--- config.mk ---
export PLATFORM = sky130hd
export DESIGN_NAME = igp_top
export DESIGN_NICKNAME = d
export VERILOG_FILES = /design/src/igp_pkg.sv /design/src/igp_sync.sv /design/src/igp_sticky.sv /design/src/igp_top.sv
export VERILOG_INCLUDE_DIRS = /design/src /design/src/src
export SDC_FILE = /design/constraint.sdc
export NUM_CORES = 1
export LEC_CHECK = 0
export ABC_CLOCK_PERIOD_IN_PS = 1950
export CAP_MARGIN = 0
export CORE_MARGIN = 1
export CORE_UTILIZATION = 55
export DETAILED_ROUTE_END_ITERATION = 10
export DONT_BUFFER_PORTS = 1
export PLACE_DENSITY = 0.76
export SYNTH_ARGS = -nofsm -noshare
export SYNTH_HDL_FRONTEND = slang
export SYNTH_HIERARCHICAL = 1
export SYNTH_SLANG_ARGS = --single-unit
--- constraint.sdc ---
create_clock -name hclk -period 1.95 [get_ports hclk]
set_input_delay 0.39 -clock hclk [delete_from_list [all_inputs] [get_ports hclk]]
set_output_delay 0.39 -clock hclk [all_outputs]
set_load 0.1 [all_outputs]
--- src/igp_params.svh ---
// Purpose: named constants of the interrupt and port block
// Assumes: byte addresses on a 32-bit AHB-Lite slave
// Notes: definitions only
`ifndef IGP_PARAMS_SVH
`define IGP_PARAMS_SVH
// ----------------------------------------
// register byte offsets
// ----------------------------------------
`define IGP_OFS_GLOBAL_MODE_REG 8'h00
`define IGP_OFS_GLOBAL_IRQ_STATUS 8'h04
`define IGP_OFS_A_STAT 8'h08
`define IGP_OFS_A_MASK 8'h0C
`define IGP_OFS_B_STAT 8'h10
`define IGP_OFS_B_MASK 8'h14
`define IGP_OFS_D_STAT 8'h18
`define IGP_OFS_D_MASK 8'h1C
`define IGP_OFS_PS_LO 8'h20
`define IGP_OFS_PS_HI 8'h24
`define IGP_OFS_PM_LO 8'h28
`define IGP_OFS_PM_HI 8'h2C
`define IGP_OFS_DIR_LO 8'h30
`define IGP_OFS_DIR_HI 8'h34
`define IGP_OFS_DAT_LO 8'h38
`define IGP_OFS_DAT_HI 8'h3C
// ----------------------------------------
// fields and reset values
// ----------------------------------------
`define IGP_GM_POL 0
`define IGP_GM_OD 1
`define IGP_GM_GIM 2
`define IGP_GM_DMA 3
`define IGP_GM_VIS_A 4
`define IGP_GM_VIS_B 5
`define IGP_GM_RNG 5:0
`define IGP_GLOBAL_MODE_REG_RST 6'h04
`define IGP_GS_A 0
`define IGP_GS_B 1
`define IGP_GS_D 2
`define IGP_GS_P 3
`define IGP_LO 7:0
`define IGP_HI 15:8
`define IGP_MASK_RST 8'hFF
`define IGP_PORT_ONES 16'hFFFF
`define IGP_PIN_ALWAYS 16'h0740
`define IGP_PIN_SHARED 16'h0007
`define IGP_HTRANS_ACT 1
`define IGP_HSIZE_WORD 3'h2
`define IGP_RESP_OKAY 1'b0
`endif

--- src/igp_pkg.sv ---
// Purpose: shared types of the interrupt and port block
// Assumes: nothing
// Notes: constants live in igp_params.svh
package igp_pkg;
  typedef enum logic [1:0] {bus_idle, bus_wr, bus_rwait} igp_bus_t;
  typedef logic [15:0] igp_port_t;
  typedef logic [7:0] igp_byte_t;
endpackage : igp_pkg

--- src/igp_sync.sv ---
// Purpose: two-flop synchroniser for the port pins
// Assumes: pins asynchronous to hclk
// Notes: first stage is read by the second stage only
`timescale 1ns/1ps
module igp_sync
  import igp_pkg::*;
(
  input wire logic hclk,
  input wire logic hresetn,
  input wire igp_port_t d_in,
  output igp_port_t q_out
);
  igp_port_t meta_reg;
  igp_port_t meta_next;
  igp_port_t sync_reg;
  igp_port_t sync_next;

  always_comb begin
    meta_next = d_in;
    sync_next = meta_reg;
  end

  always_ff @(posedge hclk or negedge hresetn) begin
    if (!hresetn) begin
      meta_reg <= '0;
      sync_reg <= '0;
    end else begin
      meta_reg <= meta_next;
      sync_reg <= sync_next;
    end
  end

  assign q_out = sync_reg;
endmodule : igp_sync

--- src/igp_sticky.sv ---
// Purpose: sticky interrupt status bits with mask gating
// Assumes: set and clear come from hclk logic
// Notes: a set in the clearing cycle wins
`timescale 1ns/1ps
module igp_sticky
  import igp_pkg::*;
#(parameter int W = 8)
(
  input wire logic hclk,
  input wire logic hresetn,
  input wire logic [W-1:0] set_in,
  input wire logic [W-1:0] clr_in,
  input wire logic [W-1:0] mask_in,
  input wire logic vis_in,
  output logic [W-1:0] status,
  output logic pend
);
  logic [W-1:0] status_reg;
  logic [W-1:0] status_next;
  genvar i;

  generate
    for (i = 0; i < W; i++) begin : g_bit
      assign status_next[i] = (set_in[i] && (vis_in || !mask_in[i])) ||
                              (status_reg[i] && !clr_in[i]);
    end
  endgenerate

  always_ff @(posedge hclk or negedge hresetn) begin
    if (!hresetn) begin
      status_reg <= '0;
    end else begin
      status_reg <= status_next;
    end
  end

  assign status = status_reg;
  assign pend = |(status_reg & ~mask_in);
endmodule : igp_sticky

--- src/igp_top.sv ---
// Purpose: interrupt aggregation and general port pins, AHB-Lite slave
// Assumes: one AHB slave, hclk 100 MHz, word accesses
// Notes: status reads clear; writing ones also clears
//
// Function
// - one irq output, drive and level configurable
// - global status points to pending sources
// - mask bit zero lets status interrupt
// - visible mode shows masked channel events
// - reading status returns and clears bits
// - global mask resets set, blocks all
// - four pins always, three without dma
// - direction bit zero output, reset input
// - output pins drive port data bits
// - data read returns available pin levels, others zero
// - input pins sampled every rising edge
// - input transition sets port status bit
// - port summary set while port pending
//
// Implementation choices: the AHB-Lite slave port and the placing of the registers.
`timescale 1ns/1ps
`include "igp_params.svh"
module igp_top
  import igp_pkg::*;
(
  input wire logic hclk,
  input wire logic hresetn,
  input wire logic hsel,
  input wire logic [31:0] haddr,
  input wire logic [1:0] htrans,
  input wire logic hwrite,
  input wire logic [2:0] hsize,
  input wire logic [31:0] hwdata,
  input wire logic hready,
  output logic hreadyout,
  output logic [31:0] hrdata,
  output logic hresp,
  input wire igp_byte_t chan_a_event,
  input wire igp_byte_t chan_b_event,
  input wire igp_byte_t dma_event,
  input wire igp_port_t gp_in,
  output igp_port_t gp_out,
  output igp_port_t gp_oe,
  output logic irq_out,
  output logic irq_oe
);
  // ----------------------------------------
  // declarations
  // ----------------------------------------
  igp_bus_t bus_reg;
  igp_bus_t bus_next;
  logic [7:0] addr_reg;
  logic [7:0] addr_next;
  logic rdy_reg;
  logic rdy_next;
  logic [31:0] rdata_reg;
  logic [31:0] rdata_next;
  logic [5:0] global_mode_reg_reg;
  logic [5:0] global_mode_reg_next;
  igp_byte_t amask_reg;
  igp_byte_t amask_next;
  igp_byte_t bmask_reg;
  igp_byte_t bmask_next;
  igp_byte_t dmask_reg;
  igp_byte_t dmask_next;
  igp_port_t pmask_reg;
  igp_port_t pmask_next;
  igp_port_t dir_reg;
  igp_port_t dir_next;
  igp_port_t dat_reg;
  igp_port_t dat_next;
  igp_port_t prev_reg;
  igp_port_t prev_next;
  igp_port_t oe_reg;
  igp_port_t oe_next;
  igp_port_t out_reg;
  igp_port_t out_next;
  logic irq_reg;
  logic irq_next;
  logic irqoe_reg;
  logic irqoe_next;
  logic act_reg;
  logic act_next;
  igp_port_t pin_lvl;
  igp_port_t avail;
  igp_port_t port_set;
  igp_port_t port_clr;
  igp_port_t port_stat;
  igp_byte_t a_stat;
  igp_byte_t b_stat;
  igp_byte_t d_stat;
  igp_byte_t a_clr;
  igp_byte_t b_clr;
  igp_byte_t d_clr;
  igp_byte_t wd;
  igp_byte_t rd_mux;
  igp_byte_t global_irq_status;
  logic a_pend;
  logic b_pend;
  logic d_pend;
  logic p_pend;
  logic any_pend;
  logic accept;
  logic wr_en;
  logic rd_en;

  // ----------------------------------------
  // pin sampling and transitions
  // ----------------------------------------
  // sample pins each edge
  igp_sync u_sync (
    .hclk(hclk),
    .hresetn(hresetn),
    .d_in(gp_in),
    .q_out(pin_lvl)
  );

  assign avail = `IGP_PIN_ALWAYS |
    (global_mode_reg_reg[`IGP_GM_DMA] ? '0 : `IGP_PIN_SHARED);
  assign port_set = (pin_lvl ^ prev_reg) & avail & dir_reg;

  // ----------------------------------------
  // sticky status banks
  // ----------------------------------------
  assign wd = hwdata[`IGP_LO];
  assign wr_en = (bus_reg == bus_wr);
  assign rd_en = (bus_reg == bus_rwait);

  always_comb begin
    a_clr = '0;
    b_clr = '0;
    d_clr = '0;
    port_clr = '0;
    if (rd_en) begin
      case (addr_reg)
        `IGP_OFS_A_STAT: a_clr = '1;
        `IGP_OFS_B_STAT: b_clr = '1;
        `IGP_OFS_D_STAT: d_clr = '1;
        `IGP_OFS_PS_LO: port_clr[`IGP_LO] = '1;
        `IGP_OFS_PS_HI: port_clr[`IGP_HI] = '1;
        default: a_clr = '0;
      endcase
    end else if (wr_en) begin
      case (addr_reg)
        `IGP_OFS_A_STAT: a_clr = wd;
        `IGP_OFS_B_STAT: b_clr = wd;
        `IGP_OFS_D_STAT: d_clr = wd;
        `IGP_OFS_PS_LO: port_clr[`IGP_LO] = wd;
        `IGP_OFS_PS_HI: port_clr[`IGP_HI] = wd;
        default: a_clr = '0;
      endcase
    end
  end

  igp_sticky #(.W(8)) u_chan_a (
    .hclk(hclk), .hresetn(hresetn), .set_in(chan_a_event),
    .clr_in(a_clr), .mask_in(amask_reg),
    .vis_in(global_mode_reg_reg[`IGP_GM_VIS_A]), .status(a_stat), .pend(a_pend)
  );
  igp_sticky #(.W(8)) u_chan_b (
    .hclk(hclk), .hresetn(hresetn), .set_in(chan_b_event),
    .clr_in(b_clr), .mask_in(bmask_reg),
    .vis_in(global_mode_reg_reg[`IGP_GM_VIS_B]), .status(b_stat), .pend(b_pend)
  );
  igp_sticky #(.W(8)) u_dma (
    .hclk(hclk), .hresetn(hresetn), .set_in(dma_event),
    .clr_in(d_clr), .mask_in(dmask_reg),
    .vis_in(1'b1), .status(d_stat), .pend(d_pend)
  );
  igp_sticky #(.W(16)) u_port (
    .hclk(hclk), .hresetn(hresetn), .set_in(port_set),
    .clr_in(port_clr), .mask_in(pmask_reg),
    .vis_in(1'b1), .status(port_stat), .pend(p_pend)
  );

  always_comb begin
    global_irq_status = '0;
    global_irq_status[`IGP_GS_A] = a_pend;
    global_irq_status[`IGP_GS_B] = b_pend;
    global_irq_status[`IGP_GS_D] = d_pend;
    global_irq_status[`IGP_GS_P] = p_pend;
  end

  // ----------------------------------------
  // bus slave
  // ----------------------------------------
  assign accept = hsel && hready && htrans[`IGP_HTRANS_ACT];

  always_comb begin
    case (addr_reg)
      `IGP_OFS_GLOBAL_MODE_REG: rd_mux = {2'h0, global_mode_reg_reg};
      `IGP_OFS_GLOBAL_IRQ_STATUS: rd_mux = global_irq_status;
      `IGP_OFS_A_STAT: rd_mux = a_stat;
      `IGP_OFS_A_MASK: rd_mux = amask_reg;
      `IGP_OFS_B_STAT: rd_mux = b_stat;
      `IGP_OFS_B_MASK: rd_mux = bmask_reg;
      `IGP_OFS_D_STAT: rd_mux = d_stat;
      `IGP_OFS_D_MASK: rd_mux = dmask_reg;
      `IGP_OFS_PS_LO: rd_mux = port_stat[`IGP_LO];
      `IGP_OFS_PS_HI: rd_mux = port_stat[`IGP_HI];
      `IGP_OFS_PM_LO: rd_mux = pmask_reg[`IGP_LO];
      `IGP_OFS_PM_HI: rd_mux = pmask_reg[`IGP_HI];
      `IGP_OFS_DIR_LO: rd_mux = dir_reg[`IGP_LO];
      `IGP_OFS_DIR_HI: rd_mux = dir_reg[`IGP_HI];
      `IGP_OFS_DAT_LO: rd_mux = pin_lvl[`IGP_LO] & avail[`IGP_LO];
      `IGP_OFS_DAT_HI: rd_mux = pin_lvl[`IGP_HI] & avail[`IGP_HI];
      default: rd_mux = '0;
    endcase
  end

  // one wait state on reads keeps hrdata registered
  always_comb begin
    bus_next = bus_reg;
    addr_next = addr_reg;
    rdy_next = rdy_reg;
    rdata_next = rdata_reg;
    case (bus_reg)
      bus_rwait: begin
        rdata_next = {24'h000000, rd_mux};
        bus_next = bus_idle;
        rdy_next = 1'b1;
      end
      default: begin
        bus_next = bus_idle;
        rdy_next = 1'b1;
        if (accept) begin
          addr_next = haddr[7:0];
          if (!hwrite) begin
            bus_next = bus_rwait;
            rdy_next = 1'b0;
          end else if (hsize == `IGP_HSIZE_WORD) begin
            bus_next = bus_wr;
          end
        end
      end
    endcase
  end

  always_ff @(posedge hclk or negedge hresetn) begin
    if (!hresetn) begin
      bus_reg <= bus_idle;
      addr_reg <= '0;
      rdy_reg <= 1'b1;
      rdata_reg <= '0;
    end else begin
      bus_reg <= bus_next;
      addr_reg <= addr_next;
      rdy_reg <= rdy_next;
      rdata_reg <= rdata_next;
    end
  end

  // ----------------------------------------
  // configuration registers
  // ----------------------------------------
  always_comb begin
    global_mode_reg_next = global_mode_reg_reg;
    amask_next = amask_reg;
    bmask_next = bmask_reg;
    dmask_next = dmask_reg;
    pmask_next = pmask_reg;
    dir_next = dir_reg;
    dat_next = dat_reg;
    if (wr_en) begin
      case (addr_reg)
        `IGP_OFS_GLOBAL_MODE_REG: global_mode_reg_next = hwdata[`IGP_GM_RNG];
        `IGP_OFS_A_MASK: amask_next = wd;
        `IGP_OFS_B_MASK: bmask_next = wd;
        `IGP_OFS_D_MASK: dmask_next = wd;
        `IGP_OFS_PM_LO: pmask_next[`IGP_LO] = wd;
        `IGP_OFS_PM_HI: pmask_next[`IGP_HI] = wd;
        `IGP_OFS_DIR_LO: dir_next[`IGP_LO] = wd;
        `IGP_OFS_DIR_HI: dir_next[`IGP_HI] = wd;
        `IGP_OFS_DAT_LO: dat_next[`IGP_LO] = wd;
        `IGP_OFS_DAT_HI: dat_next[`IGP_HI] = wd;
        default: global_mode_reg_next = global_mode_reg_reg;
      endcase
    end
  end

  always_ff @(posedge hclk or negedge hresetn) begin
    if (!hresetn) begin
      global_mode_reg_reg <= `IGP_GLOBAL_MODE_REG_RST;
      amask_reg <= `IGP_MASK_RST;
      bmask_reg <= `IGP_MASK_RST;
      dmask_reg <= `IGP_MASK_RST;
      pmask_reg <= `IGP_PORT_ONES;
      dir_reg <= `IGP_PORT_ONES;
      dat_reg <= '0;
    end else begin
      global_mode_reg_reg <= global_mode_reg_next;
      amask_reg <= amask_next;
      bmask_reg <= bmask_next;
      dmask_reg <= dmask_next;
      pmask_reg <= pmask_next;
      dir_reg <= dir_next;
      dat_reg <= dat_next;
    end
  end

  // ----------------------------------------
  // pin drivers and interrupt output
  // ----------------------------------------
  // global mask blocks all
  assign any_pend = (a_pend || b_pend || d_pend || p_pend) &&
                    !global_mode_reg_reg[`IGP_GM_GIM];

  always_comb begin
    prev_next = pin_lvl;
    oe_next = avail & ~dir_reg;
    out_next = dat_reg & oe_next;
    act_next = any_pend;
    if (global_mode_reg_reg[`IGP_GM_OD]) begin
      irqoe_next = any_pend;
      irq_next = global_mode_reg_reg[`IGP_GM_POL];
    end else begin
      irqoe_next = 1'b1;
      irq_next = ~(any_pend ^ global_mode_reg_reg[`IGP_GM_POL]);
    end
  end

  always_ff @(posedge hclk or negedge hresetn) begin
    if (!hresetn) begin
      prev_reg <= '0;
      oe_reg <= '0;
      out_reg <= '0;
      act_reg <= 1'b0;
      irqoe_reg <= 1'b1;
      irq_reg <= 1'b1;
    end else begin
      prev_reg <= prev_next;
      oe_reg <= oe_next;
      out_reg <= out_next;
      act_reg <= act_next;
      irqoe_reg <= irqoe_next;
      irq_reg <= irq_next;
    end
  end

  assign hreadyout = rdy_reg;
  assign hrdata = rdata_reg;
  assign hresp = `IGP_RESP_OKAY;
  assign gp_out = out_reg;
  assign gp_oe = oe_reg;
  assign irq_out = irq_reg;
  assign irq_oe = irqoe_reg;
endmodule : igp_top

======== Word-level counts from Yosys, hierarchy flattened ========
Cells that the tools add are included.
Widths: inputs -> output; s select.
word-level totals
  register bits after elaboration ......... 219
  input bits .............................. 114
  output and inout port bits .............. 68
  word-level logic and storage cells ...... 282
cells by class
  equality and inequality tests ........... 18
  multiplexer cells ....................... 29
  bitwise logic cells ..................... 19
  reductions and logical operators ........ 191
operators with widths
  kind                 number
  $mux 8               16
  $pmux 8 s16          1
  $eq 8x6->1 const B   8
  $logic_and 1x1->1    59
  $logic_or 1x1->1     59
  $logic_not 1->1      57
  $and 16x16->16       3
  $eq 8x5->1 const B   4
  $mux 16              2
  $not 16->16          2
  $and 8x8->8          3
  $not 8->8            3
  $reduce_or 8->1      3
  $reduce_and 2->1     11
  $and 11x16->16       1
  $and 16x11->16       1
  $eq 8x4->1 const B   2
  $reduce_or 16->1     1
  $xor 16x16->16       1
  $and 8x3->8 const B  1
  $and 8x7->8          1
  $eq 8x3->1 const B   1
  $logic_not 8->1      1
  $mux 1               6
  7 further kinds      10

======== Depth between registers and ports, before layout ========
  depth after elaboration ................. 10
  gate-level depth with buffers ........... 8
  gate-level depth less buffers ........... 8

======== Hierarchy ========
The synthesis kept the hierarchy.
by module, submodules not included
  module                     instances  cells each  area each (µm²)  sequential area each (µm²)
  igp_top                    1          525         6053.3           2852.7
  igp_sticky (u_chan_a ...)  3          45          372.9            200.2
  igp_sticky (u_port)        1          98          813.3            400.4
  igp_sync                   1          32          800.8            800.8

======== Worst setup path after synthesis ========
No wires, ideal clock.
  path type ............................... reg-to-reg
  start point ............................. register bmask_reg[6]
  end point ............................... register rdata_reg[1], in the netlist hrdata[1]
  setup time .............................. 0.135 ns
  arrival time ............................ 1.996 ns
  data required time ...................... 1.815 ns
  setup slack ............................. -0.181 ns
  stages on the path, launching flop included .. 8
  path buffers ............................ 0
  clock period less this slack ............ 2.131 ns
  path through ............................ dfstp_2 o22ai_1 or4_1 mux4_2 nand3_1 o211ai_1 nor4_1 a21oi_1
between the ends
  longest elaborated chain between the ends .. 4
RTL lines
  what                      RTL line          source
  start: declaration        igp_top.sv:62     igp_byte_t bmask_reg;
  start signal: assignment  igp_top.sv:285    bmask_reg <= `IGP_MASK_RST;
  start signal: assignment  igp_top.sv:293    bmask_reg <= bmask_next;
  $not 8->8                 igp_sticky.sv:38  assign pend = |(status_reg & ~mask_in);
  $and 8x8->8               igp_sticky.sv:38
  $reduce_or 8->1           igp_sticky.sv:38
  net b_pend                igp_top.sv:99     logic b_pend;
  $pmux 8 s16               igp_top.sv:190    case (addr_reg)
  end signal: assignment    igp_top.sv:249    rdata_reg <= rdata_next;
  end: declaration          igp_top.sv:56     logic [31:0] rdata_reg;
The timed path passes the listed nets, and every way through them passes these cells.
A chain may end at the register's enable or synchronous reset.

======== Final worst setup path ========
  start point ............................. register bmask_reg[4]
  end point ............................... register rdata_reg[1], in the netlist hrdata[1]
The elaborated chain is that of the path after synthesis.

==> summary by stage <==
Timing
The final count of hold timing violations is 165. The setup slack after layout is -0.218 ns. The headroom to the max-slew limit is 38.5%. The final worst hold slack is -0.353 ns.

Timing would allow up to 461 MHz. Setup total negative slack on the finished layout was measured at -0.621 ns. Across the routed clock network, the largest skew measured is 0.0135 ns.

The slew at the pin closest to its max-slew limit is 0.923 ns. The total count of max-transition violations in the final report came to 0. Setup repair after global routing could not meet its margin everywhere. Setup violations remaining at the end of the flow were counted as 5. The final period demand of the worst path is 2.17 ns. In the finished design, the share of the clock period the worst path needs comes to 111%.

Yosys
The mean area per synthesized cell is 10.8 um^2. In this run the cell area of the synthesized design comes to 8340 um^2. Synthesis handed over a netlist of 772 instances.

The count of warnings emitted by yosys is 6.

Run status
The final reports fail on design-rule violations, negative hold slack, negative setup slack. The flow ran to the end, but the final reports show violations.

Power
Power spread over the standard cell area amounts to 854 nW/um^2. The total leakage power is 4.81 nW. The design draws 8.94 mW. The highest ir drop seen on vdd is 0.610 mV.

Global routing
The leftover overflow at the end of global routing is 0. The global routing usage on met3 is 7.96%. The number of global-route vias before repair is 6716. The global-route wire length before repair is 39500 um. The combined global-route utilization of all metal layers is 34.4%. The initial antenna violation count is 0. For this run, global-route usage on met2 was measured as 53.4%.

The highest-utilization routing layer at the global route stage is met2. Entering global routing, the biggest net connects 166 pins. In the global route stage, met1 resource usage came out at 47.3%.

Routing
The count of unresolved DRC violations after routing is 18. The per-cell via count in the routed design is 5.73. The total wire length is 25700 um.

The routed layout has 6655 vias. The first-pass iteration count of the detailed router is 10. The wire length per cell after detailed routing is 22.1 um.

In this run, the number of DRC markers left after iteration 0 of detailed routing was 705. The count of nets left with antenna violations once routing finished came out at 0.

Floorplanning
The area of the core is 14600 um^2. The height of the chip is 125 um. The floorplan has 44 rows. The number of top-level pins is 182. The starting density of the core is 56.9%.

The overall die area is 15700 um^2. The die is 125 um wide.

Cells and area
The count of inserted antenna diode cells is 0. In the final layout, the share of cells above drive strength 1 is 41.5%. The net count reported at finish is 1079. The library cell used most frequently in the layout, excluding fill and tap cells, is buf_4. The top cell types in the final layout, fill and taps aside, are 165 x buf_4, 101 x dfrtp_1, 84 x inv_1, 84 x mux2_2, 67 x conb_1. The filler-free cell count of the finished design is 1162. The area added between synthesis and finish is 25.6%.

The layout has 1085 filler cells. For this run, the share of the core covered by cells in the final layout is 71.5%.

Setup path
The critical path class is reg -> reg. The largest driver fanout on the critical path is 2. STA classifies the critical path endpoint as a register. On the critical path, the stage with the largest delay is an instance of dfstp_2. The critical path goes through o22ai_4 > or4_4 > mux4_2 > nand3_2 > o211ai_1 > nor4_1 > a21oi_1. The endpoint required time on the critical path is 2.26 ns. The worst setup path is launched from a register. The dominant delay contributor by cell family on the critical path is simple AND/OR/NAND/NOR gates.

The number of buffers and inverters on the critical path is 0. The arrival time at the worst endpoint is 2.48 ns. The peak per-stage delay on the critical path is 0.57 ns.

Clock tree
The number of CTS-inserted buffers is 17. In this run, post-CTS hold repair placed 7 buffers. The clock tree from TritonCTS is done. Clock-pin slew was measured on the worst setup and hold paths at 0.07 ns. The H-tree was split into 4 levels. The maximum buffer depth of the clock tree is 2. For the worst-skew pair, the clock arrives at the later sink with an insertion delay of 0.44 ns. The tree is rooted in a clkbuf_16. The total number of clock tree sinks is 165.

Job
The max-capacitance violation count is 0.

Placement
Detailed placement ended at an HPWL of 18700 um. The cell count after placement is 1121. Routability-driven placement finished with a final weighted congestion of 0.966. The number of input and output port buffers inserted is 0.

Min path
The tightest min-delay check is of the in -> async type.
[worst paths after layout]
kind	end	slack [ns]	depth (start not counted)	from
worst min-delay path	gp_out[9]$_DFF_PN0_	-0.35	0	hresetn
worst min register to register	u_sync/q_out[8]$_DFF_PN0_	0.35	0	u_sync/meta_reg[8]$_DFF_PN0_
worst max register to register	hrdata[1]$_DFFE_PN0P_	-0.22	7	bmask_reg[4]$_DFFE_PN1P_
worst max-delay path	hrdata[1]$_DFFE_PN0P_	-0.22	7	bmask_reg[4]$_DFFE_PN1P_
max in group asynchronous	amask_reg[7]$_DFFE_PN1P_	2.02	0	hresetn
min in group hclk	bus_reg[1]$_DFF_PN0_	0.05	1	hwrite
[final cells by class]
class,instances,area (um^2),area share (%)
clock buffer,19,443,4.23
sequential,165,4210,40.2
tap,184,230,2.20
multi-input combinational,515,3700,35.3
inverter,87,327,3.12
clock inverter,13,123,1.17
timing repair buffer,179,1440,13.8
[worst register-to-register path, cell delays in order, from the launching register on]
cell and delay, ns:
dfstp_2 0.57, o22ai_4 0.09, or4_4 0.50, mux4_2 0.48, nand3_2 0.09, o211ai_1 0.08, nor4_1 0.17, a21oi_1 0.06
[per-stage QoR]
step	instance area, um^2	setup WS (ns)
final	10500	-0.218
after global routing	10500	-0.302
after CTS	10400	-0.265
after detailed placement	9660	-0.293
after global placement	9660	-0.284
after floorplan	8580	-0.181
[layer usage]
layer  vias up  part of all wire (%)
met5         -                     0
met4         0                   3.1
met2       365                    46
met1      3268                    42
li1       2963                     -
met3        59                   8.6
[power breakdown]
part	internal (mW)	switching, mW	leakage (nW)
clock	1.81	1.45	0.272
sequential	3.63	0.226	1.77
combinational	0.652	1.17	2.76
[what timing repair did]
action                                  4_1_cts  5_1_grt
resized for setup                            17       15
setup buffers                                 2        0
pin swaps                                    15       10
hold endpoints to repair                    172      165
endpoints found under the setup margin       29       45
No activity file was read; power rests on OpenSTA's default activity.
